File: src/hw/hbp_pkg.sv
`default_nettype none
package hbp_pkg;

    // Host pin address and internal register address widths
    localparam int HBP_ADDR_W = 5;
    localparam int HBP_IREG_AW = 24;

    // Avalon register byte offsets
    localparam logic [3:0] AV_SETUP_OFS = 4'h0;
    localparam logic [3:0] AV_STATUS_OFS = 4'h4;
    localparam logic [3:0] AV_HOSTCFG_OFS = 4'h8;

    // Port setup field layout (polarity bit 1 = active high)
    typedef struct packed {
        logic bus16;
        logic rw_mode;
        logic wr_pol;
        logic rd_pol;
        logic cs_pol;
        logic wait_pol;
    } hbp_setup_s;
    localparam logic [5:0] SETUP_RESET = 6'h3E;

    // Host-side configuration dword, bit 0 selects big endian
    localparam int HOSTCFG_BIG_BIT = 0;
    localparam logic [31:0] HOSTCFG_RESET = 32'h0000_0000;
    localparam logic [2:0] CFG_DWORD = 3'h0;

    // Host pins as seen by the port
    typedef struct packed {
        logic cs;
        logic rd;
        logic wr;
        logic [HBP_ADDR_W-1:0] addr;
        logic [15:0] d;
    } hbp_pin_in_s;

    typedef struct packed {
        logic [15:0] d;
        logic [1:0] d_oe;
        logic wait_ack;
    } hbp_pin_out_s;

    // Internal register access port
    typedef struct packed {
        logic valid;
        logic write;
        logic [HBP_IREG_AW-1:0] addr;
        logic [31:0] wdata;
    } hbp_ireg_req_s;

    typedef struct packed {
        logic ack;
        logic [31:0] rdata;
    } hbp_ireg_rsp_s;

    typedef enum logic [1:0] {
        ST_IDLE = 2'b00,
        ST_WRITE = 2'b01,
        ST_READ = 2'b10
    } hbp_state_e;

    // Dword lane of a byte address under the selected endianness
    function automatic logic [1:0] hbp_lane(input logic [1:0] b, input logic big);
        return big ? ~b : b;
    endfunction : hbp_lane

    function automatic logic [1:0] hbp_first(input logic [1:0] a, input logic bus16);
        return bus16 ? {a[1], 1'b0} : a;
    endfunction : hbp_first

    // Lanes touched by one host access
    function automatic logic [3:0] hbp_mask(input logic [1:0] a, input logic bus16, input logic big);
        logic [3:0] m;
        m = 4'h1 << hbp_lane(hbp_first(a, bus16), big);
        if (bus16) begin
            m = m | (4'h1 << hbp_lane(hbp_first(a, bus16) | 2'h1, big));
        end
        return m;
    endfunction : hbp_mask

    function automatic logic [15:0] hbp_get(input logic [31:0] dw, input logic [1:0] a,
                                            input logic bus16, input logic big);
        logic [7:0] lo;
        logic [7:0] hi;
        lo = dw[{hbp_lane(hbp_first(a, bus16), big), 3'h0} +: 8];
        hi = bus16 ? dw[{hbp_lane(hbp_first(a, bus16) | 2'h1, big), 3'h0} +: 8] : 8'h00;
        return {hi, lo};
    endfunction : hbp_get

    function automatic logic [31:0] hbp_put(input logic [31:0] dw, input logic [15:0] d,
                                            input logic [1:0] a, input logic bus16, input logic big);
        logic [31:0] r;
        r = dw;
        r[{hbp_lane(hbp_first(a, bus16), big), 3'h0} +: 8] = d[7:0];
        if (bus16) begin
            r[{hbp_lane(hbp_first(a, bus16) | 2'h1, big), 3'h0} +: 8] = d[15:8];
        end
        return r;
    endfunction : hbp_put

endpackage : hbp_pkg
`default_nettype wire

File: src/hw/hbp_strobe_decode.sv
`timescale 1ns/1ps
`default_nettype none
module hbp_strobe_decode (
    // Clock and synchronised reset
    input wire logic clk_sys,
    input wire logic rst_q_n,
    // Pins and setup
    input wire hbp_pkg::hbp_pin_in_s pins,
    input wire hbp_pkg::hbp_setup_s setup,
    // Decoded strobes
    output logic cs_level,
    output logic rd_level,
    output logic [hbp_pkg::HBP_ADDR_W-1:0] rd_addr,
    output logic rd_end,
    output logic wr_done,
    output logic [hbp_pkg::HBP_ADDR_W-1:0] wr_addr,
    output logic [15:0] wr_data
);
    import hbp_pkg::*;

    // Pin levels normalised by their polarity bits
    wire cs_on = (pins.cs == setup.cs_pol);
    wire rd_on = (pins.rd == setup.rd_pol);
    wire wr_on = (pins.wr == setup.wr_pol);

    // Separate strobes, or direction plus transfer_strobe
    wire read_now = cs_on & (setup.rw_mode ? (wr_on & ~rd_on) : rd_on);
    wire write_now = cs_on & (setup.rw_mode ? (wr_on & rd_on) : wr_on);
    logic wr_act;

    // Write data follows the bus while active; the last value stands at the trailing edge
    always_ff @(posedge clk_sys or negedge rst_q_n) begin
        if (!rst_q_n) begin
            cs_level <= 1'b0;
            rd_level <= 1'b0;
            rd_addr <= '0;
            rd_end <= 1'b0;
            wr_act <= 1'b0;
            wr_done <= 1'b0;
            wr_addr <= '0;
            wr_data <= 16'h0000;
        end else begin
            cs_level <= cs_on;
            rd_level <= read_now;
            rd_end <= rd_level & ~read_now;
            wr_act <= write_now;
            wr_done <= wr_act & ~write_now;
            if (read_now) begin
                rd_addr <= pins.addr;
            end
            if (write_now) begin
                wr_addr <= pins.addr;
                wr_data <= pins.d;
            end
        end
    end

endmodule : hbp_strobe_decode
`default_nettype wire

File: src/hw/hbp_indexed_port.sv
`timescale 1ns/1ps
`default_nettype none
module hbp_indexed_port #(
    parameter int NUM_INDEX = 3
) (
    // Clock and reset
    input wire logic clk_sys,
    input wire logic rst_n,
    // Avalon-MM register slave
    input wire logic [3:0] avs_address,
    input wire logic avs_read,
    input wire logic avs_write,
    input wire logic [3:0] avs_byteenable,
    input wire logic [31:0] avs_writedata,
    output logic [31:0] avs_readdata,
    output logic avs_waitrequest,
    // Host bus pins
    input wire hbp_pkg::hbp_pin_in_s hb_in,
    output hbp_pkg::hbp_pin_out_s hb_out,
    // Internal register port
    output hbp_pkg::hbp_ireg_req_s ireg_req,
    input wire hbp_pkg::hbp_ireg_rsp_s ireg_rsp
);
    import hbp_pkg::*;

    localparam int KW = 2;

    // Reset release through two flip-flops
    logic rst_q1;
    logic rst_q_n;
    always_ff @(posedge clk_sys or negedge rst_n) begin
        if (!rst_n) begin
            rst_q1 <= 1'b0;
            rst_q_n <= 1'b0;
        end else begin
            rst_q1 <= 1'b1;
            rst_q_n <= rst_q1;
        end
    end

    // Configuration and access engine state
    hbp_setup_s setup_reg;
    logic [31:0] host_cfg_reg;
    hbp_state_e state_reg;
    logic pend_reg;
    logic [KW-1:0] pend_k_reg;
    logic [31:0] pend_data_reg;
    logic [KW-1:0] cur_k_reg;

    // Per-index storage
    logic [HBP_IREG_AW-1:0] idx_reg [NUM_INDEX];
    logic [31:0] wbuf_reg [NUM_INDEX];
    logic [3:0] wmask_reg [NUM_INDEX];
    logic [31:0] rbuf_reg [NUM_INDEX];
    logic [3:0] rmask_reg [NUM_INDEX];
    logic [NUM_INDEX-1:0] rvalid_reg;

    // Strobe decoder outputs
    logic cs_level;
    logic rd_level;
    logic [HBP_ADDR_W-1:0] rd_addr;
    logic rd_end;
    logic wr_done;
    logic [HBP_ADDR_W-1:0] wr_addr;
    logic [15:0] wr_data;

    hbp_strobe_decode u_decode (
        .clk_sys(clk_sys),
        .rst_q_n(rst_q_n),
        .pins(hb_in),
        .setup(setup_reg),
        .cs_level(cs_level),
        .rd_level(rd_level),
        .rd_addr(rd_addr),
        .rd_end(rd_end),
        .wr_done(wr_done),
        .wr_addr(wr_addr),
        .wr_data(wr_data)
    );

    // Index number held in a dword address (odd = index, even nonzero = data)
    function automatic logic [KW-1:0] slot_of(input logic [2:0] dw);
        return dw[0] ? dw[2:1] : (dw[2:1] - 2'h1);
    endfunction : slot_of

    function automatic logic slot_ok(input logic [2:0] dw);
        return (dw != CFG_DWORD) && (32'(slot_of(dw)) < NUM_INDEX);
    endfunction : slot_ok

    wire big = host_cfg_reg[HOSTCFG_BIG_BIT];
    wire bus16 = setup_reg.bus16;

    // Write target decode
    wire [2:0] w_dw = wr_addr[4:2];
    wire [KW-1:0] wk = slot_of(w_dw);
    wire w_cfg = wr_done & (w_dw == CFG_DWORD);
    wire w_idx = wr_done & slot_ok(w_dw) & w_dw[0];
    wire w_dat = wr_done & slot_ok(w_dw) & ~w_dw[0];
    wire [3:0] w_mask = hbp_mask(wr_addr[1:0], bus16, big);
    wire [31:0] w_idx_new = hbp_put({8'h00, idx_reg[wk]}, wr_data, wr_addr[1:0], bus16, big);
    wire [31:0] w_dat_new = hbp_put(wbuf_reg[wk], wr_data, wr_addr[1:0], bus16, big);
    wire [3:0] w_acc = wmask_reg[wk] | w_mask;
    wire w_full = w_dat & (w_acc == 4'hF);

    // Read target decode
    wire [2:0] r_dw = rd_addr[4:2];
    wire [KW-1:0] rk = slot_of(r_dw);
    wire r_cfg = (r_dw == CFG_DWORD);
    wire r_idx = slot_ok(r_dw) & r_dw[0];
    wire r_dat = slot_ok(r_dw) & ~r_dw[0];
    wire [3:0] r_mask = hbp_mask(rd_addr[1:0], bus16, big);
    wire r_ready = ~r_dat | rvalid_reg[rk];
    wire [31:0] r_dword = r_cfg ? host_cfg_reg :
                          r_idx ? {8'h00, idx_reg[rk]} :
                          r_dat ? rbuf_reg[rk] : 32'h0000_0000;
    wire [15:0] r_word = hbp_get(r_dword, rd_addr[1:0], bus16, big);
    wire r_last = rd_end & r_dat & ((rmask_reg[rk] | r_mask) == 4'hF);

    // Internal access engine decode
    wire start_wr = (state_reg == ST_IDLE) & pend_reg;
    wire start_rd = (state_reg == ST_IDLE) & ~pend_reg & rd_level & r_dat & ~rvalid_reg[rk];
    wire fin_wr = (state_reg == ST_WRITE) & ireg_rsp.ack;
    wire fin_rd = (state_reg == ST_READ) & ireg_rsp.ack;
    wire busy_wr = pend_reg | (state_reg == ST_WRITE);

    // Internal register access engine
    always_ff @(posedge clk_sys or negedge rst_q_n) begin
        if (!rst_q_n) begin
            state_reg <= ST_IDLE;
            ireg_req <= '0;
            cur_k_reg <= '0;
        end else begin
            case (state_reg)
                ST_IDLE: begin
                    if (start_wr) begin
                        state_reg <= ST_WRITE;
                        ireg_req <= {1'b1, 1'b1, idx_reg[pend_k_reg], pend_data_reg};
                        cur_k_reg <= pend_k_reg;
                    end else if (start_rd) begin
                        state_reg <= ST_READ;
                        ireg_req <= {1'b1, 1'b0, idx_reg[rk], 32'h0000_0000};
                        cur_k_reg <= rk;
                    end
                end
                ST_WRITE, ST_READ: begin
                    if (ireg_rsp.ack) begin
                        state_reg <= ST_IDLE;
                        ireg_req.valid <= 1'b0;
                    end
                end
                default: begin
                    state_reg <= ST_IDLE;
                    ireg_req.valid <= 1'b0;
                end
            endcase
        end
    end

    // Completed dword waits here for the engine; a new one wins over the take
    always_ff @(posedge clk_sys or negedge rst_q_n) begin
        if (!rst_q_n) begin
            pend_reg <= 1'b0;
            pend_k_reg <= '0;
            pend_data_reg <= 32'h0000_0000;
        end else if (w_full) begin
            pend_reg <= 1'b1;
            pend_k_reg <= wk;
            pend_data_reg <= w_dat_new;
        end else if (start_wr) begin
            pend_reg <= 1'b0;
        end
    end

    // Host configuration dword, each partial write applied at once
    always_ff @(posedge clk_sys or negedge rst_q_n) begin
        if (!rst_q_n) begin
            host_cfg_reg <= HOSTCFG_RESET;
        end else if (w_cfg) begin
            host_cfg_reg <= hbp_put(host_cfg_reg, wr_data, wr_addr[1:0], bus16, big);
        end
    end

    // Index, assembly and read buffers per slot
    always_ff @(posedge clk_sys or negedge rst_q_n) begin
        if (!rst_q_n) begin
            for (int i = 0; i < NUM_INDEX; i++) begin
                idx_reg[i] <= '0;
                wbuf_reg[i] <= 32'h0000_0000;
                wmask_reg[i] <= 4'h0;
                rbuf_reg[i] <= 32'h0000_0000;
                rmask_reg[i] <= 4'h0;
            end
            rvalid_reg <= '0;
        end else begin
            for (int i = 0; i < NUM_INDEX; i++) begin
                if (w_idx && 32'(wk) == i) begin
                    idx_reg[i] <= w_idx_new[HBP_IREG_AW-1:0];
                    wmask_reg[i] <= 4'h0;
                    rmask_reg[i] <= 4'h0;
                end
                if (w_dat && 32'(wk) == i) begin
                    wbuf_reg[i] <= w_dat_new;
                    wmask_reg[i] <= w_full ? 4'h0 : w_acc;
                end
                if (fin_rd && 32'(cur_k_reg) == i) begin
                    rbuf_reg[i] <= ireg_rsp.rdata;
                    rmask_reg[i] <= 4'h0;
                end
                if (rd_end && r_dat && 32'(rk) == i) begin
                    rmask_reg[i] <= r_last ? 4'h0 : (rmask_reg[i] | r_mask);
                end
                if ((w_idx && 32'(wk) == i) || (fin_wr && 32'(cur_k_reg) == i) ||
                    (r_last && 32'(rk) == i)) begin
                    rvalid_reg[i] <= 1'b0;
                end else if (fin_rd && 32'(cur_k_reg) == i) begin
                    rvalid_reg[i] <= 1'b1;
                end
            end
        end
    end

    // Pin side outputs
    logic out_ok_reg;
    wire wait_on = (rd_level & ~(r_ready & out_ok_reg)) | (cs_level & busy_wr);
    wire [1:0] lanes = bus16 ? 2'b11 : 2'b01;

    always_ff @(posedge clk_sys or negedge rst_q_n) begin
        if (!rst_q_n) begin
            out_ok_reg <= 1'b0;
            hb_out.d <= 16'h0000;
            hb_out.d_oe <= 2'b00;
            hb_out.wait_ack <= 1'b1;
        end else begin
            out_ok_reg <= rd_level & r_ready;
            hb_out.d <= bus16 ? r_word : {8'h00, r_word[7:0]};
            hb_out.d_oe <= rd_level ? lanes : 2'b00;
            hb_out.wait_ack <= wait_on ? setup_reg.wait_pol : ~setup_reg.wait_pol;
        end
    end

    // Avalon decode
    wire av_req = avs_read | avs_write;
    wire av_take = avs_write & ~avs_waitrequest;
    wire av_setup = (avs_address == AV_SETUP_OFS);
    wire [31:0] av_status = {24'h00_0000, 1'b0, rvalid_reg[0], 1'b0, pend_reg,
                             2'b00, state_reg};
    wire [31:0] av_rdata = av_setup ? {26'h000_0000, setup_reg} :
                           (avs_address == AV_STATUS_OFS) ? av_status :
                           (avs_address == AV_HOSTCFG_OFS) ? host_cfg_reg : 32'h0000_0000;

    // One wait state per access; write lands where waitrequest is seen low
    always_ff @(posedge clk_sys or negedge rst_q_n) begin
        if (!rst_q_n) begin
            avs_waitrequest <= 1'b1;
            avs_readdata <= 32'h0000_0000;
            setup_reg <= SETUP_RESET;
        end else begin
            avs_waitrequest <= ~(av_req & avs_waitrequest);
            if (avs_read && avs_waitrequest) begin
                avs_readdata <= av_rdata;
            end
            if (av_take && av_setup && avs_byteenable[0]) begin
                setup_reg <= avs_writedata[5:0];
            end
        end
    end

endmodule : hbp_indexed_port
`default_nettype wire

File: config.mk
export PLATFORM = sky130hd
export DESIGN_NAME = hbp_indexed_port
export DESIGN_NICKNAME = d
export VERILOG_FILES = /design/src/hw/hbp_pkg.sv /design/src/hw/hbp_strobe_decode.sv /design/src/hw/hbp_indexed_port.sv
export SDC_FILE = /design/constraint.sdc
export NUM_CORES = 1
export LEC_CHECK = 0
export BUFFER_PORTS_ARGS = -buffer_cell sky130_fd_sc_hd__buf_2
export CORE_MARGIN = 1.5
export CORE_UTILIZATION = 59
export CTS_BUF_LIST = sky130_fd_sc_hd__clkbuf_8
export DETAILED_ROUTE_END_ITERATION = 8
export PLACE_DENSITY = 0.89
export SYNTH_ARGS = -nofsm -noshare
export SYNTH_HDL_FRONTEND = slang
export SYNTH_SLANG_ARGS = --single-unit
File: constraint.sdc
create_clock -name clk_sys -period 24.2 [get_ports clk_sys]
set_input_delay 2.42 -clock clk_sys [delete_from_list [all_inputs] [get_ports clk_sys]]
set_output_delay 2.42 -clock clk_sys [all_outputs]
set_load 0.05 [all_outputs]
# Word-level counts from Yosys, hierarchy flattened
# Index checks and enable logic that the tools add are counted.
[word_totals] regBits=512 latchBits=0 ram_bits=0 rom_bits=0 input_bits=101 output_inout_bits=110 elab_cells=286 memories=0
[op_classes] add_sub_neg=4 n_mul=0 div=0 magnitude_cmp=6 n_eq_ne=17 n_shift=10 n_mux=88 n_bitwise=58 reduce_logical=53
[op_table] cell="2-to-1 mux 32 bit" count=12
[op_table] cell="bitwise mux 32 bit" count=6
[op_table] cell="2-to-1 mux 24 bit" count=7
[op_table] cell="binary-select mux 24 bit (select 2 bit)" count=3
[op_table] cell="binary-select mux 32 bit (select 2 bit)" count=2
[op_table] cell="2-to-1 mux 58 bit" count=2
[op_table] cell="2-to-1 mux 4 bit" count=22
[op_table] cell="variable shift 8 x 7 -> 32 bit, first input constant" count=2
[op_table] cell="variable part select 32 x 6 -> 8 bit" count=2
[op_table] cell="variable part select 8 x 7 -> 32 bit" count=2
[op_table] cell="bitwise AND 1 bit" count=28
[op_table] cell="OR 4 bit" count=7
[op_table] cell="2-to-1 mux 2 bit" count=13
[op_table] cell="logical AND 1 bit" count=24
[op_table] cell="binary-select mux 4 bit (select 2 bit)" count=2
[op_table] cell="2-to-1 mux 16 bit" count=1
[op_table] cell="nonzero test 2 bit" count=8
[op_table] cell="<< shifter 1 x 2 -> 4 bit, first input constant" count=4
[op_table] cell="2-to-1 mux 1 bit" count=15
[op_table] cell="nonzero test 3 bit" count=5
[op_table] cell="negator 5 -> 7 bit" count=2
[op_table] cell="== test 4 bit, second input constant" count=3
[op_table] cell="inverter 1 bit" count=12
[op_table] cell=">= comparator 3 bit, second input constant" count=3
[op_table] cell="21 further kinds" count=49

# Logic depth before layout (Yosys ltp)
[logic_depth] word_depth=12 depth_mapped=13 mapped_depth_nobuf=10

# Modules after synthesis
# Synthesis repeated with hierarchy kept, for this count alone.
[unflattened] cells_unflattened=2402 area_unflattened_um2=25124.1
[by_module_without_submodules] mod="hbp_indexed_port" instances=1 cells_per_inst=2332 area_per_inst_um2=23926.7 seq_area_each_um2=12045.3
[by_module_without_submodules] mod="hbp_strobe_decode" instances=1 cells_per_inst=70 area_per_inst_um2=1197.4 seq_area_each_um2=775.7

# Least setup slack after synthesis
# Ideal clock, no wire load.
[synth_timing] kind="in2reg" start="input port ireg_rsp[32] (netlist name)" end="register rbuf_reg[34] (netlist name)" setup_time_ns=0.125 arrival_time_ns=3.759 required_ns=24.075 slack_ns=20.316 cell_stages=4 n_path_buf=1 cell_sequence="nand2_1 > nor3b_1 > clkbuf_1 > mux2_2"
[synth_via] elab_chain_cells=2
[synth_rtl] item="start: declaration" line="hbp_indexed_port.sv:22" source="input wire hbp_pkg::hbp_ireg_rsp_s ireg_rsp"
[synth_rtl] item="bitwise AND 1 bit" line="hbp_indexed_port.sv:123" source="wire fin_rd = (state_reg == ST_READ) & ireg_rsp.ack;"
[synth_rtl] item="logical AND 1 bit" line="hbp_indexed_port.sv:205" source="if (fin_rd && 32'(cur_k_reg) == i) begin"
[synth_rtl] item="end signal: indexed assignment" line="hbp_indexed_port.sv:206" source="rbuf_reg[i] <= ireg_rsp.rdata;"
[synth_rtl] item="end: declaration" line="hbp_indexed_port.sv:54" source="logic [31:0] rbuf_reg [NUM_INDEX];"
# Every way passes these cells.
# A chain may end at the register's enable or synchronous reset.

# Worst setup path in the final report
[layout_timing] start="register u_decode.wr_addr[2] (netlist name)" end="register wmask_reg[4] (netlist name)"
[layout_via] elab_chain_cells=10 elab_cells_between_ends=21 classes_between="order compare: 1; eq/ne: 2; mux: 6; bitwise: 7; reduce/logical: 5"
[layout_rtl] item="start: declaration" line="hbp_strobe_decode.sv:16" source="output logic [hbp_pkg::HBP_ADDR_W-1:0] wr_addr,"
[layout_rtl] item="start signal: assignment" line="hbp_strobe_decode.sv:52" source="wr_addr <= pins.addr;"
[layout_rtl] item="2-to-1 mux 2 bit" line="hbp_indexed_port.sv:83" source="return dw[0] ? dw[2:1] : (dw[2:1] - 2'h1);"
[layout_rtl] item="inverter 2 -> 3 bit (not written as such)" line="hbp_indexed_port.sv:102" source="wire [3:0] w_acc = wmask_reg[wk] | w_mask;"
[layout_rtl] item="binary-select mux 4 bit (select 2 bit)" line="hbp_indexed_port.sv:102"
[layout_rtl] item="2-to-1 mux 4 bit (not written as such) (2 in series)" line="hbp_indexed_port.sv:102"
[layout_rtl] item="OR 4 bit" line="hbp_indexed_port.sv:102"
[layout_rtl] item="== test 4 bit" line="hbp_indexed_port.sv:103" source="wire w_full = w_dat & (w_acc == 4'hF);"
[layout_rtl] item="bitwise AND 1 bit" line="hbp_indexed_port.sv:103"
[layout_rtl] item="2-to-1 mux 4 bit" line="hbp_indexed_port.sv:203" source="wmask_reg[i] <= w_full ? 4'h0 : w_acc;"
[layout_rtl] item="2-to-1 mux 4 bit" line="hbp_indexed_port.sv:201" source="if (w_dat && 32'(wk) == i) begin"
[layout_rtl] item="end signal: indexed assignment" line="hbp_indexed_port.sv:203"
[layout_rtl] item="end: declaration" line="hbp_indexed_port.sv:53" source="logic [3:0] wmask_reg [NUM_INDEX];"
# Several ways; a longest one is shown, not always the timed one. The select of a mux whose other input is x is not followed.

==> results.toml <==
[setup_path]
cp_num_cells = 9
path_delay_family = "buffers and inverters"
cpMaxStageDelayCell = "ha_2"
critPathKind = "flip-flop to flip-flop"
endpoint_kind = "flip-flop"
required_ns = 24.74
crit_chain = "inv_1 -> ha_2 -> buf_4 -> nor2_1 -> o31a_1 -> nor4b_2 -> nand4_1 -> buf_4 -> a32o_1"
arrival_ns = 5.37
reg2reg_depth = 9
path_buf_inv = 3
critPathMaxFanout = 52
worst_path_most_repeated_cell = "buf_4"
max_stage_delay_ns = 0.96
critPathLaunchType = "flip-flop"

[logic_synthesis]
yosys-top-cells-area = "dfrtp_1 50%, mux2_2 7.8%, nand2_1 6.4%, o21ai_0 5.6%, mux2i_1 3.8%"
synthesis.instances = 2560
synth_cell_type_count = 90
synth-async-reset-ratio_pct = 100
yosysTopAreaCell = "dfrtp_1"
syn_area_mm2 = 0.0254
synth_nets = 2681
synth_warnings = 0
yosys_register_bits = 512
synthFlopType = "dfrtp_1"
syn_area_per_cell_um2 = 9.92
synth-edff-count = 0
ys_seq_area_share_pct = 50.5
yosys.area.top_type_share_pct = 49.8

[detailed_routing]
ant_nets = 0
drt_pass1_iterations = 8
num_vias = 21900
wl_per_cell_um = 24.2
drt_iter0_drc = 2701
drt-total-wl_um = 79500
viasPerCell = 6.66
drc = 0

[power]
p_int_mw = 2.24
combPwrFrac_pct = 49.6
sw_frac_of_total_pct = 48.7
power_frac_seq_pct = 32.9
p_leak_nw = 13.0
power.total_mw = 4.37
power.switching_mw = 2.13
p_per_area_mw_per_mm2 = 155
ir_drop_uv = 93.3
clockPowerShare_pct = 17.5

[global_routing]
grt_max_degree = 90
grt_pass1_wl_um = 122000
grt_use_total_pct = 36.1
grt_pass1_vias = 21600
overflow = 0
antenna_found_initial = 3

[cells_and_area]
finalCoreUtilization_pct = 66.7
drive_above_1_share_pct = 20.5
area_growth_pct = 10.8
nNetsFinal = 2799
stdcell_count = 3286

[sta]
rsz0062_at_grt = "no"
worstMarginPinSlew_ns = 1.40
slew_headroom_pct = 6.74
fmax_mhz = 207
hold_violations = 0
min_period_ns = 4.82
finalCritPeriodShare_pct = 19.9
drv_slew = 0
fin_setup_tns_ns = 0
fin_skew_ns = 0.0499
setup_viol = 0

[floorplanning]
die_width_um = 210
fp-row-count = 75
fp.dieH_um = 210
initial_core_util_pct = 60.1
io_pins = 211
core_mm2 = 0.0422
die_area_mm2 = 0.0443

[worst_hold_path]
hold_depth = 0
min_path_type = "flip-flop to flip-flop"

[clock_tree]
htree_levels = 3
hold_buffers = 0
postCtsSetupBuffers = 0
cts_tree = "done"
cts_resized = 0
cts_buffer_depth = 3
ctsRootBufferMaster = "clkbuf_8"
clkLatencyLatePin_ns = 0.68
numCtsBuffers = 84
path_clk_slew_ns = 0.06
cts_sinks = 512

[run_status]
outcome = "finished, final reports clean"

[placement]
place.gp.congestion = 1.02
dp_hpwl_um = 51800
io_buffer_count = 181
placed_cells = 3131

[flow_run]
maxCapViolCount = 0
logic make-up after synthesis:
logic type,Yosys count,synth area share [%]
flip-flops,512,50.5
XOR/XNOR,8,0.305
other,1,0.0148
buffers and inverters,242,4.31
AND/OR/NAND/NOR,740,12.7
multiplexers,276,11.9
adder cells (fa/ha/maj),20,0.985
AO/OA/AOI/OAI,761,19.3
per-layer routing:
layer | wire (um) | global-route usage, %
met1 | 29400 | 46.1
met2 | 36000 | 55.4
met3 | 9290 | 10.5
met4 | 4800 | 20.3
met5 | 30 | 0
cells in the mapped netlist (8+ instances only):
| master | count |
|---|---|
| ha_1 | 20 |
| buf_1 | 8 |
| buf_6 | 14 |
| nand2_1 | 434 |
| dfrtp_1 | 505 |
| and3_1 | 14 |
| o211ai_1 | 17 |
| nor2b_1 | 16 |
| o31ai_1 | 32 |
| nor3_1 | 22 |
| o211a_1 | 10 |
| a31oi_1 | 38 |
| mux2i_1 | 97 |
| a21oi_1 | 114 |
| a21boi_1 | 24 |
| nor2_1 | 128 |
| buf_2 | 43 |
| nand2b_1 | 11 |
| a22oi_1 | 55 |
| a22o_1 | 14 |
| a311oi_1 | 23 |
| a32o_1 | 17 |
| mux2_2 | 175 |
| o21ai_0 | 284 |
| a221oi_1 | 33 |
| inv_1 | 52 |
| o21ai_1 | 10 |
| o21a_1 | 21 |
| nand3_1 | 49 |
| nand4b_1 | 9 |
| clkbuf_1 | 116 |
placed cells by master, fill, tap and decap left out, types with 6 or more instances in the layout:
cell type / synthesis / layout
a21boi_0: 6 / 6
a21boi_1: 24 / 24
a21oi_1: 114 / 113
a221oi_1: 33 / 33
a22o_1: 14 / 14
a22oi_1: 55 / 55
a311oi_1: 23 / 23
a31oi_1: 38 / 38
a32o_1: 17 / 17
and2_1: 7 / 7
and3_1: 14 / 14
buf_2: 43 / 181
buf_4: 7 / 39
clkbuf_8: 0 / 103
clkinv_2: 0 / 10
dfrtp_1: 505 / 504
dfstp_2: 7 / 7
ha_1: 20 / 18
inv_1: 52 / 83
mux2_2: 175 / 175
mux2i_1: 97 / 97
nand2_1: 434 / 432
nand2b_1: 11 / 11
nand3_1: 49 / 49
nand4_1: 7 / 7
nand4b_1: 9 / 9
nor2_1: 128 / 126
nor2b_1: 16 / 16
nor3_1: 22 / 21
o211a_1: 10 / 10
o211ai_1: 17 / 17
o21a_1: 21 / 21
o21ai_0: 284 / 284
o21ai_1: 10 / 10
o31ai_1: 32 / 32
or3_1: 6 / 6
cell type report:
type / instances / area (um2)
multi-input cells: 1806 / 11500
flip-flops and latches: 512 / 12800
diodes: 2 / 5.00
repair buffers: 220 / 1200
inverters: 54 / 203
clock inverters: 50 / 297
clock buffers: 103 / 1420
well taps: 539 / 674
fillers: 3116 / 14100
worst paths after layout:
kind,slack (ns),to,start
worst max-delay path,19.38,wmask_reg[4]$_DFFE_PN0P_,u_decode.wr_addr[2]$_DFFE_PN0P_
min in group asynchronous,0.41,ireg_req[9]$_DFFE_PN0P_,rst_q_n$_DFF_PN0_
max in group asynchronous,20.45,rbuf_reg[24]$_DFFE_PN0P_,rst_q_n$_DFF_PN0_
worst max register to register,19.38,wmask_reg[4]$_DFFE_PN0P_,u_decode.wr_addr[2]$_DFFE_PN0P_
worst min register to register,0.36,rst_q_n$_DFF_PN0_,rst_q1$_DFF_PN0_
worst min-delay path,0.36,rst_q_n$_DFF_PN0_,rst_q1$_DFF_PN0_
power groups by stage:
stage,combinational (mW),sequential [mW],clock [mW]
2_1_floorplan,1.35,1.52,0
3_3_place_gp,2.02,1.41,0
3_5_place_dp,2.09,1.43,0
4_1_cts,2.11,1.42,0.771
5_1_grt,2.29,1.46,0.809
6_report,2.17,1.44,0.765
metrics by stage:
step | setup slack [ns] | area [um2] | hold slack [ns]
floorplan | 8.88 | 25400 | 0.331
global placement | 19.66 | 26400 | 0.338
detailed placement | 19.56 | 26400 | 0.343
CTS | 19.51 | 28100 | 0.353
global route | 19.20 | 28100 | 0.382
finish | 19.38 | 28100 | 0.357
worst reg2reg max path, stage by stage (launching register included):
cell and delay (ns):
dfrtp_1 0.70, inv_1 0.19, ha_2 0.96, buf_4 0.68, nor2_1 0.09, o31a_1 0.28
nor4b_2 0.28, nand4_1 0.60, buf_4 0.57, a32o_1 0.35
No activity file was read; power rests on OpenSTA's default activity.
